<file path="config.mk">
export PLATFORM = sky130hd
export DESIGN_NAME = asxr_top
export DESIGN_NICKNAME = d
export VERILOG_FILES = /design/src/verilog/asxr_pkg.sv /design/src/verilog/asxr_baud.sv /design/src/verilog/asxr_top.sv
export SDC_FILE = /design/constraint.sdc
export NUM_CORES = 1
export LEC_CHECK = 0
export BUFFER_PORTS_ARGS = -buffer_cell sky130_fd_sc_hd__buf_2
export CAP_MARGIN = 20
export CORE_ASPECT_RATIO = 0.9
export CORE_MARGIN = 2
export CORE_UTILIZATION = 60
export DETAILED_ROUTE_END_ITERATION = 16
export MAX_ROUTING_LAYER = met4
export PLACE_DENSITY = 0.85
export SLEW_MARGIN = 30
export SYNTH_ARGS = -nofsm -noshare
export SYNTH_HDL_FRONTEND = slang
export SYNTH_SLANG_ARGS = --single-unit
</file>
<file path="constraint.sdc">
create_clock -name CLK -period 4.6 [get_ports CLK]
set_input_delay 0.46 -clock CLK [delete_from_list [all_inputs] [get_ports CLK]]
set_output_delay 0.46 -clock CLK [all_outputs]
set_load 0.01 [all_outputs]
</file>
<file path="src/verilog/asxr_pkg.sv">
// Purpose: Shared constants for the async serial transmitter/receiver
// Assumes: Byte-wide register port, 3-bit register index
// Notes:   Offsets and field positions are used by name, except in the CTL1 readback, the baud select slices and the reset status check
package asxr_pkg;
	// ----------------------------------------
	// Register indexes
	// ----------------------------------------
	localparam logic [2:0] A_DATA = 3'h0;
	localparam logic [2:0] A_STAT = 3'h1;
	localparam logic [2:0] A_CTL1 = 3'h2;
	localparam logic [2:0] A_CTL2 = 3'h3;
	localparam logic [2:0] A_BAUD = 3'h4;
	// ----------------------------------------
	// Field positions
	// ----------------------------------------
	localparam int C1_RX9  = 7;
	localparam int C1_TX9  = 6;
	localparam int C1_M    = 4;
	localparam int C2_TIE  = 7;
	localparam int C2_TX_COMPLETE_IRQ_ENABLE = 6;
	localparam int C2_RIE  = 5;
	localparam int C2_TE   = 3;
	localparam int C2_RE   = 2;
	localparam int C2_SBK  = 0;
	localparam int S_TX_BUFFER_EMPTY_FLAG  = 7;
	localparam int S_TC    = 6;
	localparam int S_RX_BUFFER_FULL_FLAG  = 5;
	localparam int S_OR    = 3;
	localparam int S_NF    = 2;
	localparam int S_FE    = 1;
	// ----------------------------------------
	// Reset values
	// ----------------------------------------
	localparam logic [7:0] CTL2_RST = 8'h00;
	localparam logic [7:0] BAUD_RST = 8'h00;
	localparam logic       TX_BUFFER_EMPTY_FLAG_RST = 1'b1;
	localparam logic       TC_RST   = 1'b1;
	// ----------------------------------------
	// Timing counts
	// ----------------------------------------
	localparam logic [3:0] OVS_LAST  = 4'hf;
	localparam logic [3:0] SMP_FIRST = 4'h7;
	localparam logic [3:0] SMP_MID   = 4'h8;
	localparam logic [3:0] SMP_LAST  = 4'h9;
	localparam logic [3:0] FRM8      = 4'ha;
	localparam logic [3:0] FRM9      = 4'hb;
	localparam logic [3:0] PR_0      = 4'h1;
	localparam logic [3:0] PR_1      = 4'h3;
	localparam logic [3:0] PR_2      = 4'h4;
	localparam logic [3:0] PR_3      = 4'hd;
	// ----------------------------------------
	// States
	// ----------------------------------------
	typedef enum logic [1:0] {TX_IDLE = 2'b01, TX_RUN = 2'b10} asxr_tx_e;
	typedef enum logic [1:0] {RX_HUNT = 2'b01, RX_BITS = 2'b10} asxr_rx_e;
endpackage

</file>
<file path="src/verilog/asxr_baud.sv">
// Purpose: One baud generator giving a 16x oversampling tick
// Assumes: Selects are stable while the path is enabled
// Notes:   Tick period is prescaler times power-of-two divider
`timescale 1ns/1ps
`default_nettype none
module asxr_baud #(
	parameter int CW = 11
) (
	input  wire logic       clk,
	input  wire logic       srst,
	input  wire logic [1:0] pr_sel,
	input  wire logic [2:0] div_sel,
	output var  logic       tick
);
	logic [3:0]    pr;
	logic [CW-1:0] lim;
	logic [CW-1:0] cnt_q;

	always_comb begin
		case (pr_sel)
			2'd0: pr = asxr_pkg::PR_0;
			2'd1: pr = asxr_pkg::PR_1;
			2'd2: pr = asxr_pkg::PR_2;
			default: pr = asxr_pkg::PR_3;
		endcase
		lim = CW'((CW'(pr) << div_sel) - CW'(1));
	end

	always_ff @(posedge clk) begin
		if (srst) begin
			cnt_q <= '0;
			tick  <= 1'b0;
		end else if (cnt_q >= lim) begin
			cnt_q <= '0;
			tick  <= 1'b1;
		end else begin
			cnt_q <= cnt_q + CW'(1);
			tick  <= 1'b0;
		end
	end
endmodule
`default_nettype wire

</file>
<file path="src/verilog/asxr_top.sv">
// Purpose: Full-duplex async serial transmitter and receiver
// Assumes: Inputs synchronous to CLK; register port answers next cycle
// Notes:   Behaviour
// Behaviour
// Enabled and idle: serial output held high.
// Both paths off: pin returned to general-purpose port.
// Frame is low start, 8 or 9 data bits LSB first, high stop.
// Word length bit picks 9 or 8 bits; ninth sent from tx_ninth_bit.
// In 9-bit mode received MSB goes to rx_ninth_bit.
// Idle character is a whole frame of ones.
// After the last break frame one extra high bit is sent.
// Transmit and receive each have their own baud generator.
// Setting transmitter-on claims pin and sends one idle frame first.
// Empty flag clears only by status read then data write.
// Empty flag set when holding buffer moves to shifter; raises interrupt.
// Write during a frame waits in buffer until frame ends.
// Write while idle starts at once and sets empty flag.
// Complete flag set after stop bit with nothing pending; interrupt.
// Complete flag cleared by the same status-then-write sequence.
// Send-break bit set: break frames sent back to back.
// Transmitter-on toggle inserts idle frame and drops buffered byte.
// Receiver-on enables continuous start bit search.
// Completed character moves to buffer and sets full flag.
// Full flag raises receive interrupt; error flags ride along.
// Full flag clears only by status read then data read.
// Software must empty buffer before next character ends.
// Overrun: flag set, buffer kept, shifter overwritten, interrupt.
// Bits judged by 8th, 9th, 10th samples; disagreement sets noise.
// Missing stop bit or break sets framing error, data still moved.
// Baud is clock over 16 times prescaler times divider.
// Status read arms; next data access consumes the arm.
//
// The address map and the plain strobed port were left to the implementer.
`timescale 1ns/1ps
`default_nettype none
module asxr_top (
	input  wire logic       CLK,
	input  wire logic       SRST,
	input  wire logic [2:0] ADDR,
	input  wire logic [7:0] WDATA,
	input  wire logic       WR,
	input  wire logic       RD,
	output var  logic [7:0] RDATA,
	input  wire logic       SERIAL_IN_PIN,
	output var  logic       SERIAL_OUT,
	output var  logic       SERIAL_OUT_OE,
	input  wire logic       CPU_IRQ_MASK,
	output var  logic       IRQ
);
	// ----------------------------------------
	// Registers and decode
	// ----------------------------------------
	logic       t8_q, m_q, rx9_q, armed_q;
	logic [7:0] ctl2_q, baud_q, tdr_q, rdr_q, stat;
	logic       tx_buffer_empty_flag_q, tc_q, rx_buffer_full_flag_q, ovr_q, nf_q, fe_q;
	logic       wr_data, rd_data, rd_stat, arm_wr, arm_rd;
	logic       te, re, send_break_bit;

	assign wr_data = WR && (ADDR == asxr_pkg::A_DATA);
	assign rd_data = RD && (ADDR == asxr_pkg::A_DATA);
	assign rd_stat = RD && (ADDR == asxr_pkg::A_STAT);
	assign arm_wr  = wr_data && armed_q;
	assign arm_rd  = rd_data && armed_q;
	assign te      = ctl2_q[asxr_pkg::C2_TE];
	assign re      = ctl2_q[asxr_pkg::C2_RE];
	assign send_break_bit     = ctl2_q[asxr_pkg::C2_SBK];

	always_ff @(posedge CLK) begin
		if (SRST) begin
			t8_q   <= 1'b0;
			m_q    <= 1'b0;
			ctl2_q <= asxr_pkg::CTL2_RST;
			baud_q <= asxr_pkg::BAUD_RST;
		end else if (WR && ADDR == asxr_pkg::A_CTL1) begin
			t8_q <= WDATA[asxr_pkg::C1_TX9];
			m_q  <= WDATA[asxr_pkg::C1_M];
		end else if (WR && ADDR == asxr_pkg::A_CTL2) begin
			ctl2_q <= WDATA;
		end else if (WR && ADDR == asxr_pkg::A_BAUD) begin
			baud_q <= WDATA;
		end
	end

	// Arm survives other register traffic, only data access consumes it
	always_ff @(posedge CLK) begin
		if (SRST) begin
			armed_q <= 1'b0;
		end else if (rd_stat) begin
			armed_q <= 1'b1;
		end else if (wr_data || rd_data) begin
			armed_q <= 1'b0;
		end
	end

	always_comb begin
		stat = 8'h00;
		stat[asxr_pkg::S_TX_BUFFER_EMPTY_FLAG] = tx_buffer_empty_flag_q;
		stat[asxr_pkg::S_TC]   = tc_q;
		stat[asxr_pkg::S_RX_BUFFER_FULL_FLAG] = rx_buffer_full_flag_q;
		stat[asxr_pkg::S_OR]   = ovr_q;
		stat[asxr_pkg::S_NF]   = nf_q;
		stat[asxr_pkg::S_FE]   = fe_q;
	end

	always_ff @(posedge CLK) begin
		if (SRST) begin
			RDATA <= 8'h00;
		end else if (rd_data) begin
			RDATA <= rdr_q;
		end else if (rd_stat) begin
			RDATA <= stat;
		end else if (RD && ADDR == asxr_pkg::A_CTL1) begin
			RDATA <= {rx9_q, t8_q, 1'b0, m_q, 4'h0};
		end else if (RD && ADDR == asxr_pkg::A_CTL2) begin
			RDATA <= ctl2_q;
		end else if (RD && ADDR == asxr_pkg::A_BAUD) begin
			RDATA <= baud_q;
		end else begin
			RDATA <= 8'h00;
		end
	end

	// ----------------------------------------
	// Baud generators
	// ----------------------------------------
	logic tx_tick, rx_tick;

	asxr_baud u_txb (
		.clk     (CLK),
		.srst    (SRST),
		.pr_sel  (baud_q[7:6]),
		.div_sel (baud_q[5:3]),
		.tick    (tx_tick)
	);

	asxr_baud u_rxb (
		.clk     (CLK),
		.srst    (SRST),
		.pr_sel  (baud_q[7:6]),
		.div_sel (baud_q[2:0]),
		.tick    (rx_tick)
	);

	// ----------------------------------------
	// Transmitter
	// ----------------------------------------
	asxr_pkg::asxr_tx_e tx_st_q;
	logic [10:0] tx_sr_q;
	logic [3:0]  tx_cnt_q, tx_sub_q, flen;
	logic        te_prev_q, te_rise, te_fall, tdr_full_q, idle_req_q, brk_sent_q;
	logic        bit_end, frame_end, can_load, ld_idle, ld_brk, ld_tail, ld_data, ld_any;

	assign flen      = m_q ? asxr_pkg::FRM9 : asxr_pkg::FRM8;
	assign te_rise   = te && !te_prev_q;
	assign te_fall   = !te && te_prev_q;
	assign bit_end   = (tx_st_q == asxr_pkg::TX_RUN) && tx_tick && (tx_sub_q == asxr_pkg::OVS_LAST);
	assign frame_end = bit_end && (tx_cnt_q == 4'h1);
	assign can_load  = te && ((tx_st_q == asxr_pkg::TX_IDLE) || frame_end);
	assign ld_any    = ld_idle || ld_brk || ld_tail || ld_data;

	// Idle first, then break, then break tail, then data
	always_comb begin
		ld_idle = 1'b0;
		ld_brk  = 1'b0;
		ld_tail = 1'b0;
		ld_data = 1'b0;
		if (can_load) begin
			if (idle_req_q) begin
				ld_idle = 1'b1;
			end else if (send_break_bit) begin
				ld_brk = 1'b1;
			end else if (brk_sent_q) begin
				ld_tail = 1'b1;
			end else if (tdr_full_q) begin
				ld_data = 1'b1;
			end
		end
	end

	always_ff @(posedge CLK) begin
		if (SRST) begin
			tx_st_q  <= asxr_pkg::TX_IDLE;
			tx_sr_q  <= '1;
			tx_cnt_q <= 4'h0;
			tx_sub_q <= 4'h0;
		end else begin
			case (tx_st_q)
				asxr_pkg::TX_IDLE: begin
					if (ld_any) begin
						tx_st_q <= asxr_pkg::TX_RUN;
					end
				end
				default: begin
					if (frame_end && !ld_any) begin
						tx_st_q <= asxr_pkg::TX_IDLE;
					end
				end
			endcase
			if (ld_any) begin
				tx_sub_q <= 4'h0;
				tx_cnt_q <= ld_tail ? 4'h1 : flen;
				if (ld_data && m_q) begin
					tx_sr_q <= {1'b1, t8_q, tdr_q, 1'b0};
				end else if (ld_data) begin
					tx_sr_q <= {2'b11, tdr_q, 1'b0};
				end else if (ld_brk) begin
					tx_sr_q <= '0;
				end else begin
					tx_sr_q <= '1;
				end
			end else if (tx_st_q == asxr_pkg::TX_RUN && tx_tick) begin
				tx_sub_q <= tx_sub_q + 4'h1;
				if (bit_end) begin
					tx_sr_q  <= {1'b1, tx_sr_q[10:1]};
					tx_cnt_q <= tx_cnt_q - 4'h1;
				end
			end
		end
	end

	always_ff @(posedge CLK) begin
		if (SRST) begin
			te_prev_q  <= 1'b0;
			idle_req_q <= 1'b0;
			brk_sent_q <= 1'b0;
		end else begin
			te_prev_q <= te;
			if (te_rise) begin
				idle_req_q <= 1'b1;
			end else if (ld_idle) begin
				idle_req_q <= 1'b0;
			end
			if (ld_brk) begin
				brk_sent_q <= 1'b1;
			end else if (ld_tail) begin
				brk_sent_q <= 1'b0;
			end
		end
	end

	// Toggling transmitter-on loses a buffered byte; a new write still wins
	always_ff @(posedge CLK) begin
		if (SRST) begin
			tdr_q      <= 8'h00;
			tdr_full_q <= 1'b0;
		end else if (wr_data) begin
			tdr_q      <= WDATA;
			tdr_full_q <= 1'b1;
		end else if (ld_data || te_fall) begin
			tdr_full_q <= 1'b0;
		end
	end

	always_ff @(posedge CLK) begin
		if (SRST) begin
			tx_buffer_empty_flag_q <= asxr_pkg::TX_BUFFER_EMPTY_FLAG_RST;
			tc_q   <= asxr_pkg::TC_RST;
		end else begin
			if (ld_data) begin
				tx_buffer_empty_flag_q <= 1'b1;
			end else if (arm_wr) begin
				tx_buffer_empty_flag_q <= 1'b0;
			end
			if (frame_end && !ld_any) begin
				tc_q <= 1'b1;
			end else if (arm_wr) begin
				tc_q <= 1'b0;
			end
		end
	end

	always_ff @(posedge CLK) begin
		if (SRST) begin
			SERIAL_OUT    <= 1'b1;
			SERIAL_OUT_OE <= 1'b0;
		end else begin
			SERIAL_OUT    <= (tx_st_q == asxr_pkg::TX_RUN) ? tx_sr_q[0] : 1'b1;
			SERIAL_OUT_OE <= te || re;
		end
	end

	// ----------------------------------------
	// Receiver
	// ----------------------------------------
	asxr_pkg::asxr_rx_e rx_st_q;
	logic [3:0] rx_sub_q, rx_idx_q, rx_last;
	logic [1:0] smp_q;
	logic [8:0] rsr_q;
	logic       rx_prev_q, nf_acc_q, vote, noisy, at_vote, rx_done;

	assign rx_last = flen - 4'h1;
	assign vote    = (smp_q[1] & smp_q[0]) | (smp_q[1] & SERIAL_IN_PIN) | (smp_q[0] & SERIAL_IN_PIN);
	assign noisy   = (smp_q[1] != smp_q[0]) || (smp_q[0] != SERIAL_IN_PIN);
	assign at_vote = (rx_st_q == asxr_pkg::RX_BITS) && rx_tick && (rx_sub_q == asxr_pkg::SMP_LAST);
	assign rx_done = at_vote && (rx_idx_q == rx_last);

	always_ff @(posedge CLK) begin
		if (SRST) begin
			rx_st_q   <= asxr_pkg::RX_HUNT;
			rx_sub_q  <= 4'h0;
			rx_idx_q  <= 4'h0;
			smp_q     <= 2'b11;
			rsr_q     <= 9'h000;
			rx_prev_q <= 1'b1;
		end else if (!re) begin
			rx_st_q   <= asxr_pkg::RX_HUNT;
			rx_prev_q <= 1'b1;
		end else if (rx_tick) begin
			rx_prev_q <= SERIAL_IN_PIN;
			case (rx_st_q)
				asxr_pkg::RX_HUNT: begin
					if (rx_prev_q && !SERIAL_IN_PIN) begin
						rx_st_q  <= asxr_pkg::RX_BITS;
						rx_sub_q <= 4'h1;
						rx_idx_q <= 4'h0;
					end
				end
				default: begin
					rx_sub_q <= rx_sub_q + 4'h1;
					if (rx_sub_q == asxr_pkg::SMP_FIRST) begin
						smp_q[1] <= SERIAL_IN_PIN;
					end
					if (rx_sub_q == asxr_pkg::SMP_MID) begin
						smp_q[0] <= SERIAL_IN_PIN;
					end
					if (at_vote) begin
						rx_idx_q <= rx_idx_q + 4'h1;
						if ((rx_idx_q == 4'h0 && vote) || rx_done) begin
							rx_st_q <= asxr_pkg::RX_HUNT;
						end else if (rx_idx_q != 4'h0) begin
							rsr_q <= {vote, rsr_q[8:1]};
						end
					end
				end
			endcase
		end
	end

	// False starts leave noise pending for the next good frame
	always_ff @(posedge CLK) begin
		if (SRST) begin
			nf_acc_q <= 1'b0;
		end else if (rx_done) begin
			nf_acc_q <= 1'b0;
		end else if (at_vote && noisy) begin
			nf_acc_q <= 1'b1;
		end
	end

	always_ff @(posedge CLK) begin
		if (SRST) begin
			rdr_q  <= 8'h00;
			rx9_q  <= 1'b0;
			rx_buffer_full_flag_q <= 1'b0;
			ovr_q  <= 1'b0;
			nf_q   <= 1'b0;
			fe_q   <= 1'b0;
		end else if (rx_done && rx_buffer_full_flag_q) begin
			ovr_q <= 1'b1;
		end else if (rx_done) begin
			rdr_q  <= m_q ? rsr_q[7:0] : rsr_q[8:1];
			rx9_q  <= m_q ? rsr_q[8] : rx9_q;
			rx_buffer_full_flag_q <= 1'b1;
			nf_q   <= nf_acc_q || noisy;
			fe_q   <= !vote;
		end else if (arm_rd) begin
			rx_buffer_full_flag_q <= 1'b0;
			ovr_q  <= 1'b0;
			nf_q   <= 1'b0;
			fe_q   <= 1'b0;
		end
	end

	always_ff @(posedge CLK) begin
		if (SRST) begin
			IRQ <= 1'b0;
		end else begin
			IRQ <= !CPU_IRQ_MASK && ((ctl2_q[asxr_pkg::C2_TIE] && tx_buffer_empty_flag_q)
				|| (ctl2_q[asxr_pkg::C2_TX_COMPLETE_IRQ_ENABLE] && tc_q)
				|| (ctl2_q[asxr_pkg::C2_RIE] && (rx_buffer_full_flag_q || ovr_q)));
		end
	end
endmodule
`default_nettype wire

</file>
Word level (Yosys, flattened, before mapping)

Cells that the tools add are included.

Logic and storage cells: 230
Flip-flop bits (word level): 125
Output and inout bits: 11
Bits of input ports: 17

Eq/ne operators: 21
Shift-type cells: 2
$lt $le $gt $ge: 2
Mux-type cells: 60
Add/sub/neg operators: 9
Reductions and logical operators: 86
Bitwise gates (word level): 12

Operators with widths:

| cell                                                                  | count |
|---|---|
| 11-bit two-way mux                                                    | 6 |
| 8-bit two-way mux                                                     | 6 |
| 4-bit two-way mux                                                     | 9 |
| 1-bit two-way mux                                                     | 31 |
| 1-bit logical AND                                                     | 30 |
| 11-bit by 1-bit adder with 11-bit output, second input constant       | 2 |
| 11-bit greater-or-equal comparator                                    | 2 |
| 2-bit nonzero test                                                    | 11 |
| 4-bit by 3-bit << shifter with 11-bit output                          | 2 |
| 11-bit by 1-bit subtractor with 11-bit output, second input constant  | 2 |
| 4-bit AND reduction                                                   | 4 |
| 2-bit OR reduction                                                    | 8 |
| 2-bit two-way mux                                                     | 7 |
| 1-bit logical OR                                                      | 13 |
| 4-bit by 1-bit adder with 4-bit output, second input constant         | 3 |
| 4-bit equality test, second input constant                            | 3 |
| 4-bit case mux with 3 select lines                                    | 1 |
| 2-bit AND reduction                                                   | 6 |
| 3-bit AND reduction                                                   | 3 |
| 4-bit by 1-bit subtractor with 4-bit output, second input constant    | 2 |
| 1-bit NOT                                                             | 7 |
| 2-bit by 1-bit equality test with 1-bit output, second input constant | 3 |
| 2-bit equality test, second input constant                            | 3 |
| 3-bit by 2-bit equality test with 1-bit output, second input constant | 2 |
| 16 further kinds                                                      | 26 |

Logic depth before layout (Yosys ltp)

Gate-level depths: netlist of the first run.

Depth in word-level cells: 14
Gate-level depth with buffers: 20
Gate-level depth less buffers: 15

By module

Synthesis of the first run repeated with hierarchy kept, for this count alone.

Cell total of the unflattened synthesis: 828
Area, all modules: 6926.6 µm²

Modules (own cells, without submodules):

| module    | area each (µm²) | sequential area each (µm²) | cells an instance | instances |
|---|---|---|---|---|
| asxr_top  | 4569.4          | 2021.9                     | 532               | 1 |
| asxr_baud | 1178.6          | 240.2                      | 148               | 2 |

Worst setup path after synthesis of the first run

Ideal clock, no wire load.

Path type: reg-to-reg
Start: reg baud_q[7]
End: reg u_txb.cnt_q[2]
Data required time: 4.472 ns
Setup time: 0.128 ns
Buffers on the path: 5
Cell stages (with the launch flop): 20
Period minus slack after synthesis: 3.743 ns
Slack: 0.857 ns
Arrival time: 3.616 ns
Path through: dfxtp_1 -> clkbuf_1 -> clkbuf_1 -> clkbuf_1 -> o21ai_0 -> nand2_1 -> ha_1 -> clkbuf_1 -> nand2b_1 -> o21a_1 -> o22a_1 -> nor2_1 -> a211oi_1 -> ha_1 -> nand2_1 -> o21ai_0 -> a21oi_1 -> o31ai_1 -> clkbuf_1 -> nor2_1

Cells in the longest elaborated chain, start to end: 6
Elaborated cells between the ends (all ways): 8
Those cells by class: add/sub: 1; order compare: 1; eq/ne: 2; shift: 1; mux: 1; reduce/logical: 2

RTL lines:

| what                                              | line            | source |
|---|---|---|
| start, declared                                   | asxr_top.sv:54  | `logic [7:0] ctl2_q, baud_q, tdr_q, rdr_q, stat;` |
| start signal, assigned                            | asxr_top.sv:73  | `baud_q <= asxr_pkg::BAUD_RST;` |
| 2-bit equality test, or another cell as far along | asxr_baud.sv:20 | `case (pr_sel)` |
| 4-bit case mux with 3 select lines *              | asxr_baud.sv:20 |  |
| 4-bit by 3-bit << shifter with 11-bit output *    | asxr_baud.sv:26 | `lim = CW'((CW'(pr) << div_sel) - CW'(1));` |
| 11-bit by 1-bit subtractor with 11-bit output *   | asxr_baud.sv:26 |  |
| 11-bit greater-or-equal comparator *              | asxr_baud.sv:33 | `end else if (cnt_q >= lim) begin` |
| 2-bit OR reduction (no line) *                    | --              |  |
| end signal, assigned                              | asxr_baud.sv:37 | `cnt_q <= cnt_q + CW'(1);` |
| end, declared                                     | asxr_baud.sv:17 | `logic [CW-1:0] cnt_q;` |

Every way passes the cells marked *; elsewhere a longest branch is shown, timed or not.
A chain may end at the register's enable or synchronous reset.

Worst setup path in the final report of the first run

Start: reg baud_q[7]
End: reg u_rxb.cnt_q[7]

Cells in the longest elaborated chain, start to end: 6
Elaborated cells between the ends (all ways): 8
Those cells by class: add/sub: 1; order compare: 1; eq/ne: 2; shift: 1; mux: 1; reduce/logical: 2

RTL lines:

| what                                              | line |
|---|---|
| 2-bit equality test, or another cell as far along | asxr_baud.sv:20 |
| 4-bit case mux with 3 select lines *              | asxr_baud.sv:20 |
| 4-bit by 3-bit << shifter with 11-bit output *    | asxr_baud.sv:26 |
| 11-bit by 1-bit subtractor with 11-bit output *   | asxr_baud.sv:26 |
| 11-bit greater-or-equal comparator *              | asxr_baud.sv:33 |
| 2-bit OR reduction (no line) *                    | -- |
| end signal, assigned                              | asxr_baud.sv:37 |
| end, declared                                     | asxr_baud.sv:17 |

Marks and branches as above.

==> results of run 1 <==
[routing by layer]
layer	wire, um	global-route usage (%)	share of wire [%]	vias to the layer above
met3	847	5.45	5.3	37
li1	-	-	-	2976
met1	7220	36.5	45	2867
met2	7680	43.9	48	194
met4	371	10.8	2.3	0
met5	0	-	0	-
[cells by family (layout without fill, tap and decap cells)]
family,Yosys count,in the layout,synth area share [%]
AND/OR/NAND/NOR,348,348,24.7
buffers and inverters,68,81,4.03
XOR/XNOR,28,28,3.61
flip-flops,125,125,36.8
AO/OA/AOI/OAI,204,204,19.2
multiplexers,31,31,4.68
adder cells (fa/ha/maj),38,38,6.92
[through the flow]
step                      hold slack, ns  instance area, um2
after floorplan                    0.408                6800
after global placement             0.418                6960
after detailed placement           0.440                6970
after CTS                          0.205                7530
after global routing               0.203                7530
final                              0.196                7530
[state kept, by name, summed over array words and instances, names as in the netlist, 9 cells and up]
signal / cells
tx_sr_q: 11
rsr_q: 9
u_rxb.cnt_q: 11
u_txb.cnt_q: 11
[power groups by stage]
stage                     clock network, W  registers (W)  logic, W
after global routing               0.00134        0.00115  0.000247
after CTS                          0.00129        0.00114  0.000219
after global placement                   0        0.00116  0.000206
after floorplan                          0        0.00115  0.000167
final                              0.00128        0.00114  0.000221
after detailed placement                 0        0.00117  0.000217
[worst max-delay path: stages, from the launching register on]
cell      delay, ns
dfxtp_1        0.76
buf_4          0.35
o21ai_0        0.13
nand2_1        0.09
ha_1           0.31
nand2b_1       0.16
a31oi_1        0.21
o22a_1         0.16
nor2_1         0.04
a211oi_1       0.30
ha_1           0.31
a21oi_1        0.13
o21ai_0        0.09
a21oi_1        0.20
o31ai_1        0.11
buf_4          0.18
nor2_1         0.12
[layout make-up]
type / instances / area [um2]
multi-input combinational: 649 / 4040
clock buffer: 22 / 464
clock inverter: 8 / 92.6
fill: 867 / 3410
sequential: 125 / 2500
timing repair buffer: 32 / 173
tap: 152 / 190
inverter: 19 / 71.3
[path summary, 6_finish.rpt]
path                                start                   endpoint  slack [ns]  cells after the start
hold reg to reg   tx_sr_q[0]$_SDFFE_PP1P_    tx_sr_q[0]$_SDFFE_PP1P_        0.44                      2
setup reg to reg   baud_q[7]$_SDFFE_PP0P_  u_rxb.cnt_q[7]$_SDFF_PP0_        0.90                     16
setup / recovery   baud_q[7]$_SDFFE_PP0P_  u_rxb.cnt_q[7]$_SDFF_PP0_        0.90                     16
hold / removal               CPU_IRQ_MASK             IRQ$_SDFF_PP0_        0.20                      2
[layout by cell type, fill, tap and decap left out, types with 19 or more instances in the layout]
master,synthesis,routed
buf_2,3,27
nand2_1,100,100
o21ai_0,33,33
inv_1,19,19
nand3_1,23,23
dfxtp_1,125,125
a21oi_1,84,84
nor3_1,20,20
mux2i_1,25,25
ha_1,36,36
nor2_1,121,120
==> results.yml, run 1 <==
synthesis:
  synth_area_um2: 6800
  synth_edf_count: 0
  ys.flop_type: "dfxtp_1"
  synth_seq_cells: 125
  ys_types: 70
  syn_avg_cell_area_um2: 8.07
  synthCells: 842
  synth_warnings: 0
  synthArstFlopShare_pct: 0
  synthMostInstantiatedCell: "dfxtp_1"
  ys_top_cells_by_area: "dfxtp_1 (37%), nor2_1 (6.7%), ha_1 (6.6%), a21oi_1 (6.2%), nand2_1 (5.5%)"
  synthesis.nets: 895
  synth.top_cells.by_count: "dfxtp_1 (125), nor2_1 (121), nand2_1 (100)"
  synth_area_leader_cell: "dfxtp_1"
  ys_seq_area_share_pct: 36.8
  synth_top_area_share_pct: 36.8
floorplanning:
  die_w_um: 116
  num_rows: 36
  die_h_um: 105
  core_um2: 10900
  io_pins: 28
  start_util_pct: 62.1
  die-area_um2: 12200
drt:
  viasPerCell: 6.03
  firstDrtPassIters: 6
  ant_nets: 0
  totalWireLength_mm: 16.1
  post_drt_wl_per_cell_um: 16.0
  drc: 0
  drt_iter0_markers: 569
  vias: 6074
setup_path:
  cp_max_fo: 22
  critical_path_class: "reg -> reg"
  crit_required_ns: 4.96
  end_kind: "flop"
  startpoint_type: "flop"
  cp_data_arrival_time_ns: 4.06
sta:
  setup-tns-final_ns: 0
  layout_min_cycle_time_ns: 3.70
  slew_violations: 0
  fin_skew_ns: 0.0166
  relSlewSlack_pct: 40.7
  rsz0062_at_grt: "no"
  fin_crit_sh_pct: 80.4
  fmax_mhz: 270
  worst_pin_slew_ns: 0.890
  setup_violations: 0
  fin_ws_ns: 0.902
  finalHoldViolCount: 0
global_routing:
  grt_pass1_vias: 5701
  groute.usage.overall_pct: 28.3
  antenna_found_initial: 0
  grt_overflow_total: 0
  grt_max_degree: 53
  grt_pass1_wl_mm: 26.9
run:
  drv_cap: 0
hold_path:
  hold_path.class: "in -> reg"
clock_network:
  hold_buffers: 0
  htreeDepth: 4
  cts_resized: 0
  cts_tree: "done"
  cts.reportedPaths.clkPinSlew_ns: 0.05
  clock_latency_ns: 0.43
  cts_max_path_buffers: 2
  cts_buffers: 17
  root_buffer: "clkbuf_16"
  cts_setup_buffers: 0
  cts.sinks: 125
layout:
  drive_gt1_share_pct: 9.59
  fin_nets: 897
  final_cells: 1007
  syn_to_final_growth_pct: 10.8
  antenna_cells: 0
  utilization_pct: 68.8
placement:
  dp.cells: 977
  dp_slack_ns: 0.984
  io_buffer_count: 27
  dpl.hpwl_mm: 11.2
  place.gp.congestion: 0.867
pwr:
  cellPowerDensity_nw_per_um2: 352
  switchingPower_w: 0.000641
  internal-power_w: 0.00201
  p_sw_share_pct: 24.2
  p_leak_nw: 2.82
  clkPwrFrac_pct: 48.5
  p_seq_share_pct: 43.2
  ir_worst_vdd_mv: 0.255
  p_comb_share_pct: 8.3
  power_w: 0.00265
status:
  status: "completed"
Power figures use the tool's default switching activity.
==> run 2, diff against run 1 <==
clock period = 3.8 ns   (was 4.6 ns; I/O delays follow)
==> results.yml, run 2 (same netlist as run 1, synthesis figures left out) <==
sta:
  worst_pin_slew_ns: 0.795
  finalHoldViolCount: 0
  rsz0062_at_grt: "no"
  hold_slack_ns: 0.120
  fmax_mhz: 293
  relSlewSlack_pct: 47.0
  layout_min_cycle_time_ns: 3.41
  setup_violations: 0
  setup-tns-final_ns: 0
  slew_violations: 0
  fin_skew_ns: 0.0106
  fin_crit_sh_pct: 89.8
floorplanning:
  core_um2: 10900
  num_rows: 36
  die-area_um2: 12200
  die_h_um: 105
  start_util_pct: 62.1
  io_pins: 28
  die_w_um: 116
drt:
  dr_wl_met2_mm: 7.78
  post_drt_wl_per_cell_um: 15.9
  drc: 0
  top_layer: "met4"
  ant_nets: 0
  vias: 6107
  totalWireLength_mm: 16.1
  wl_met3_mm: 1.01
  viasPerCell: 6.01
  drt_iter0_markers: 561
  firstDrtPassIters: 6
  wl_met1_mm: 7.01
clock_network:
  clock_latency_ns: 0.43
  cts_buffers: 17
  cts_max_path_buffers: 2
  cts_setup_buffers: 0
  root_buffer: "clkbuf_16"
  hold_buffers: 0
  cts_tree: "done"
  cts.reportedPaths.clkPinSlew_ns: 0.06
  htreeDepth: 4
  cts.sinks: 125
global_routing:
  grt_pass1_wl_mm: 27.1
  antenna_found_initial: 0
  groute.usage.overall_pct: 28.5
  grt_overflow_total: 0
  grt_max_degree: 46
  grt_pass1_vias: 5857
pwr:
  clkPwrFrac_pct: 53.8
  p_leak_nw: 2.91
  cellPowerDensity_nw_per_um2: 464
  p_sw_share_pct: 22.5
  ir_worst_vdd_mv: 0.381
  internal-power_w: 0.00277
  p_comb_share_pct: 7.6
  switchingPower_w: 0.000805
  p_seq_share_pct: 38.5
setup_path:
  crit_required_ns: 4.15
  cp_data_arrival_time_ns: 3.77
  path_cells: "buf_4 > nand2_1 > o21ai_0 > nand2_1 > ha_1 > nor3b_1 > a31oi_1 > o22a_1 > nor2_1 > a211oi_1 > ha_1 > a21oi_1 > o21ai_0 > a21oi_1 > o31ai_1 > buf_4 > nor2_1"
  critPathMaxStageDelay_ns: 0.34
  startpoint_type: "flop"
  end_kind: "flop"
  cp_slowest_cell: "dfxtp_1"
  cp_max_fo: 30
  critical_path_class: "reg -> reg"
run:
  drv_cap: 0
placement:
  place_area_um2: 7020
  io_buffer_count: 27
  dp.cells: 984
  dpl.hpwl_mm: 11.2
  place.gp.congestion: 0.875
status:
  status: "completed"
layout:
  syn_to_final_growth_pct: 13.5
  reg_top3: "tx_sr_q: 11 flops, u_rxb.cnt_q: 11 flops, u_txb.cnt_q: 11 flops"
  design_area_um2: 7710
  antenna_cells: 0
  drive_gt1_share_pct: 10.8
  mostFrequentLayoutCells: "dfxtp_1 (124), nor2_1 (121), nand2_1 (100), a21oi_1 (84), ha_1 (36)"
  final_cells: 1016
  fin_nets: 904
  layout_commonest_cell: "dfxtp_1"
hold_path:
  hold_path.class: "in -> reg"
run 2: layout make-up:
class	instances	area, um2
Timing Repair Buffer	39	225
Multi-Input combinational cell	649	4030
Clock inverter	12	239
Clock buffer	20	457
Fill cell	822	3230
Sequential cell	125	2500
Inverter	19	71.3
Tap cell	152	190
run 2: through the flow:
| stage | setup WS (ns) | utilization [%] | total power (W) |
|---|---|---|---|
| after global placement | 0.578 | 64.1 | 0.00166 |
| after detailed placement | 0.340 | 64.1 | 0.00167 |
| after global routing | 0.0882 | 70.5 | 0.00368 |
| after CTS | 0.267 | 70.5 | 0.00359 |
| final | 0.386 | 70.5 | 0.00358 |
| after floorplan | 0.0566 | - | 0.00159 |
run 2: path summary, 6_finish.rpt:
path / from / cells after the start / to / slack (ns)
hold reg to reg: ctl2_q[4]$_SDFFE_PP0P_ / 2 / ctl2_q[4]$_SDFFE_PP0P_ / 0.46
hold / removal: CPU_IRQ_MASK / 2 / IRQ$_SDFF_PP0_ / 0.12
setup reg to reg: baud_q[6]$_SDFFE_PP0P_ / 17 / u_txb.cnt_q[3]$_SDFF_PP0_ / 0.39
setup / recovery: baud_q[6]$_SDFFE_PP0P_ / 17 / u_txb.cnt_q[3]$_SDFF_PP0_ / 0.39
run 2: worst max-delay path: cells and delay by family (launching register included):
| family | cells | cell delay (ns) |
|---|---|---|
| simple gates | 5 | 0.63 |
| flops | 1 | 0.34 |
| compound gates | 8 | 1.28 |
| buf+inv | 2 | 0.48 |
| fa+ha+maj | 2 | 0.62 |
run 2: routing by layer:
layer	up-vias	global-route usage (%)
met4	0	11.1
li1	2988	-
met5	-	-
met2	221	44.9
met1	2867	35.1
met3	31	7.25
run 2: repair_timing:
action | 4_1_cts | 5_1_grt
resized for setup | 0 | 1
setup endpoints to repair | 0 | 11
endpoints found under the hold margin | 0 | 0
run 2: power groups by stage:
stage	Clock [W]	Sequential, W	Combinational, W
final	0.00193	0.00138	0.000274
after global routing	0.00199	0.00138	0.000306
after CTS	0.00194	0.00138	0.000271
after detailed placement	0	0.00141	0.000270
after global placement	0	0.00140	0.000255
after floorplan	0	0.00139	0.000203
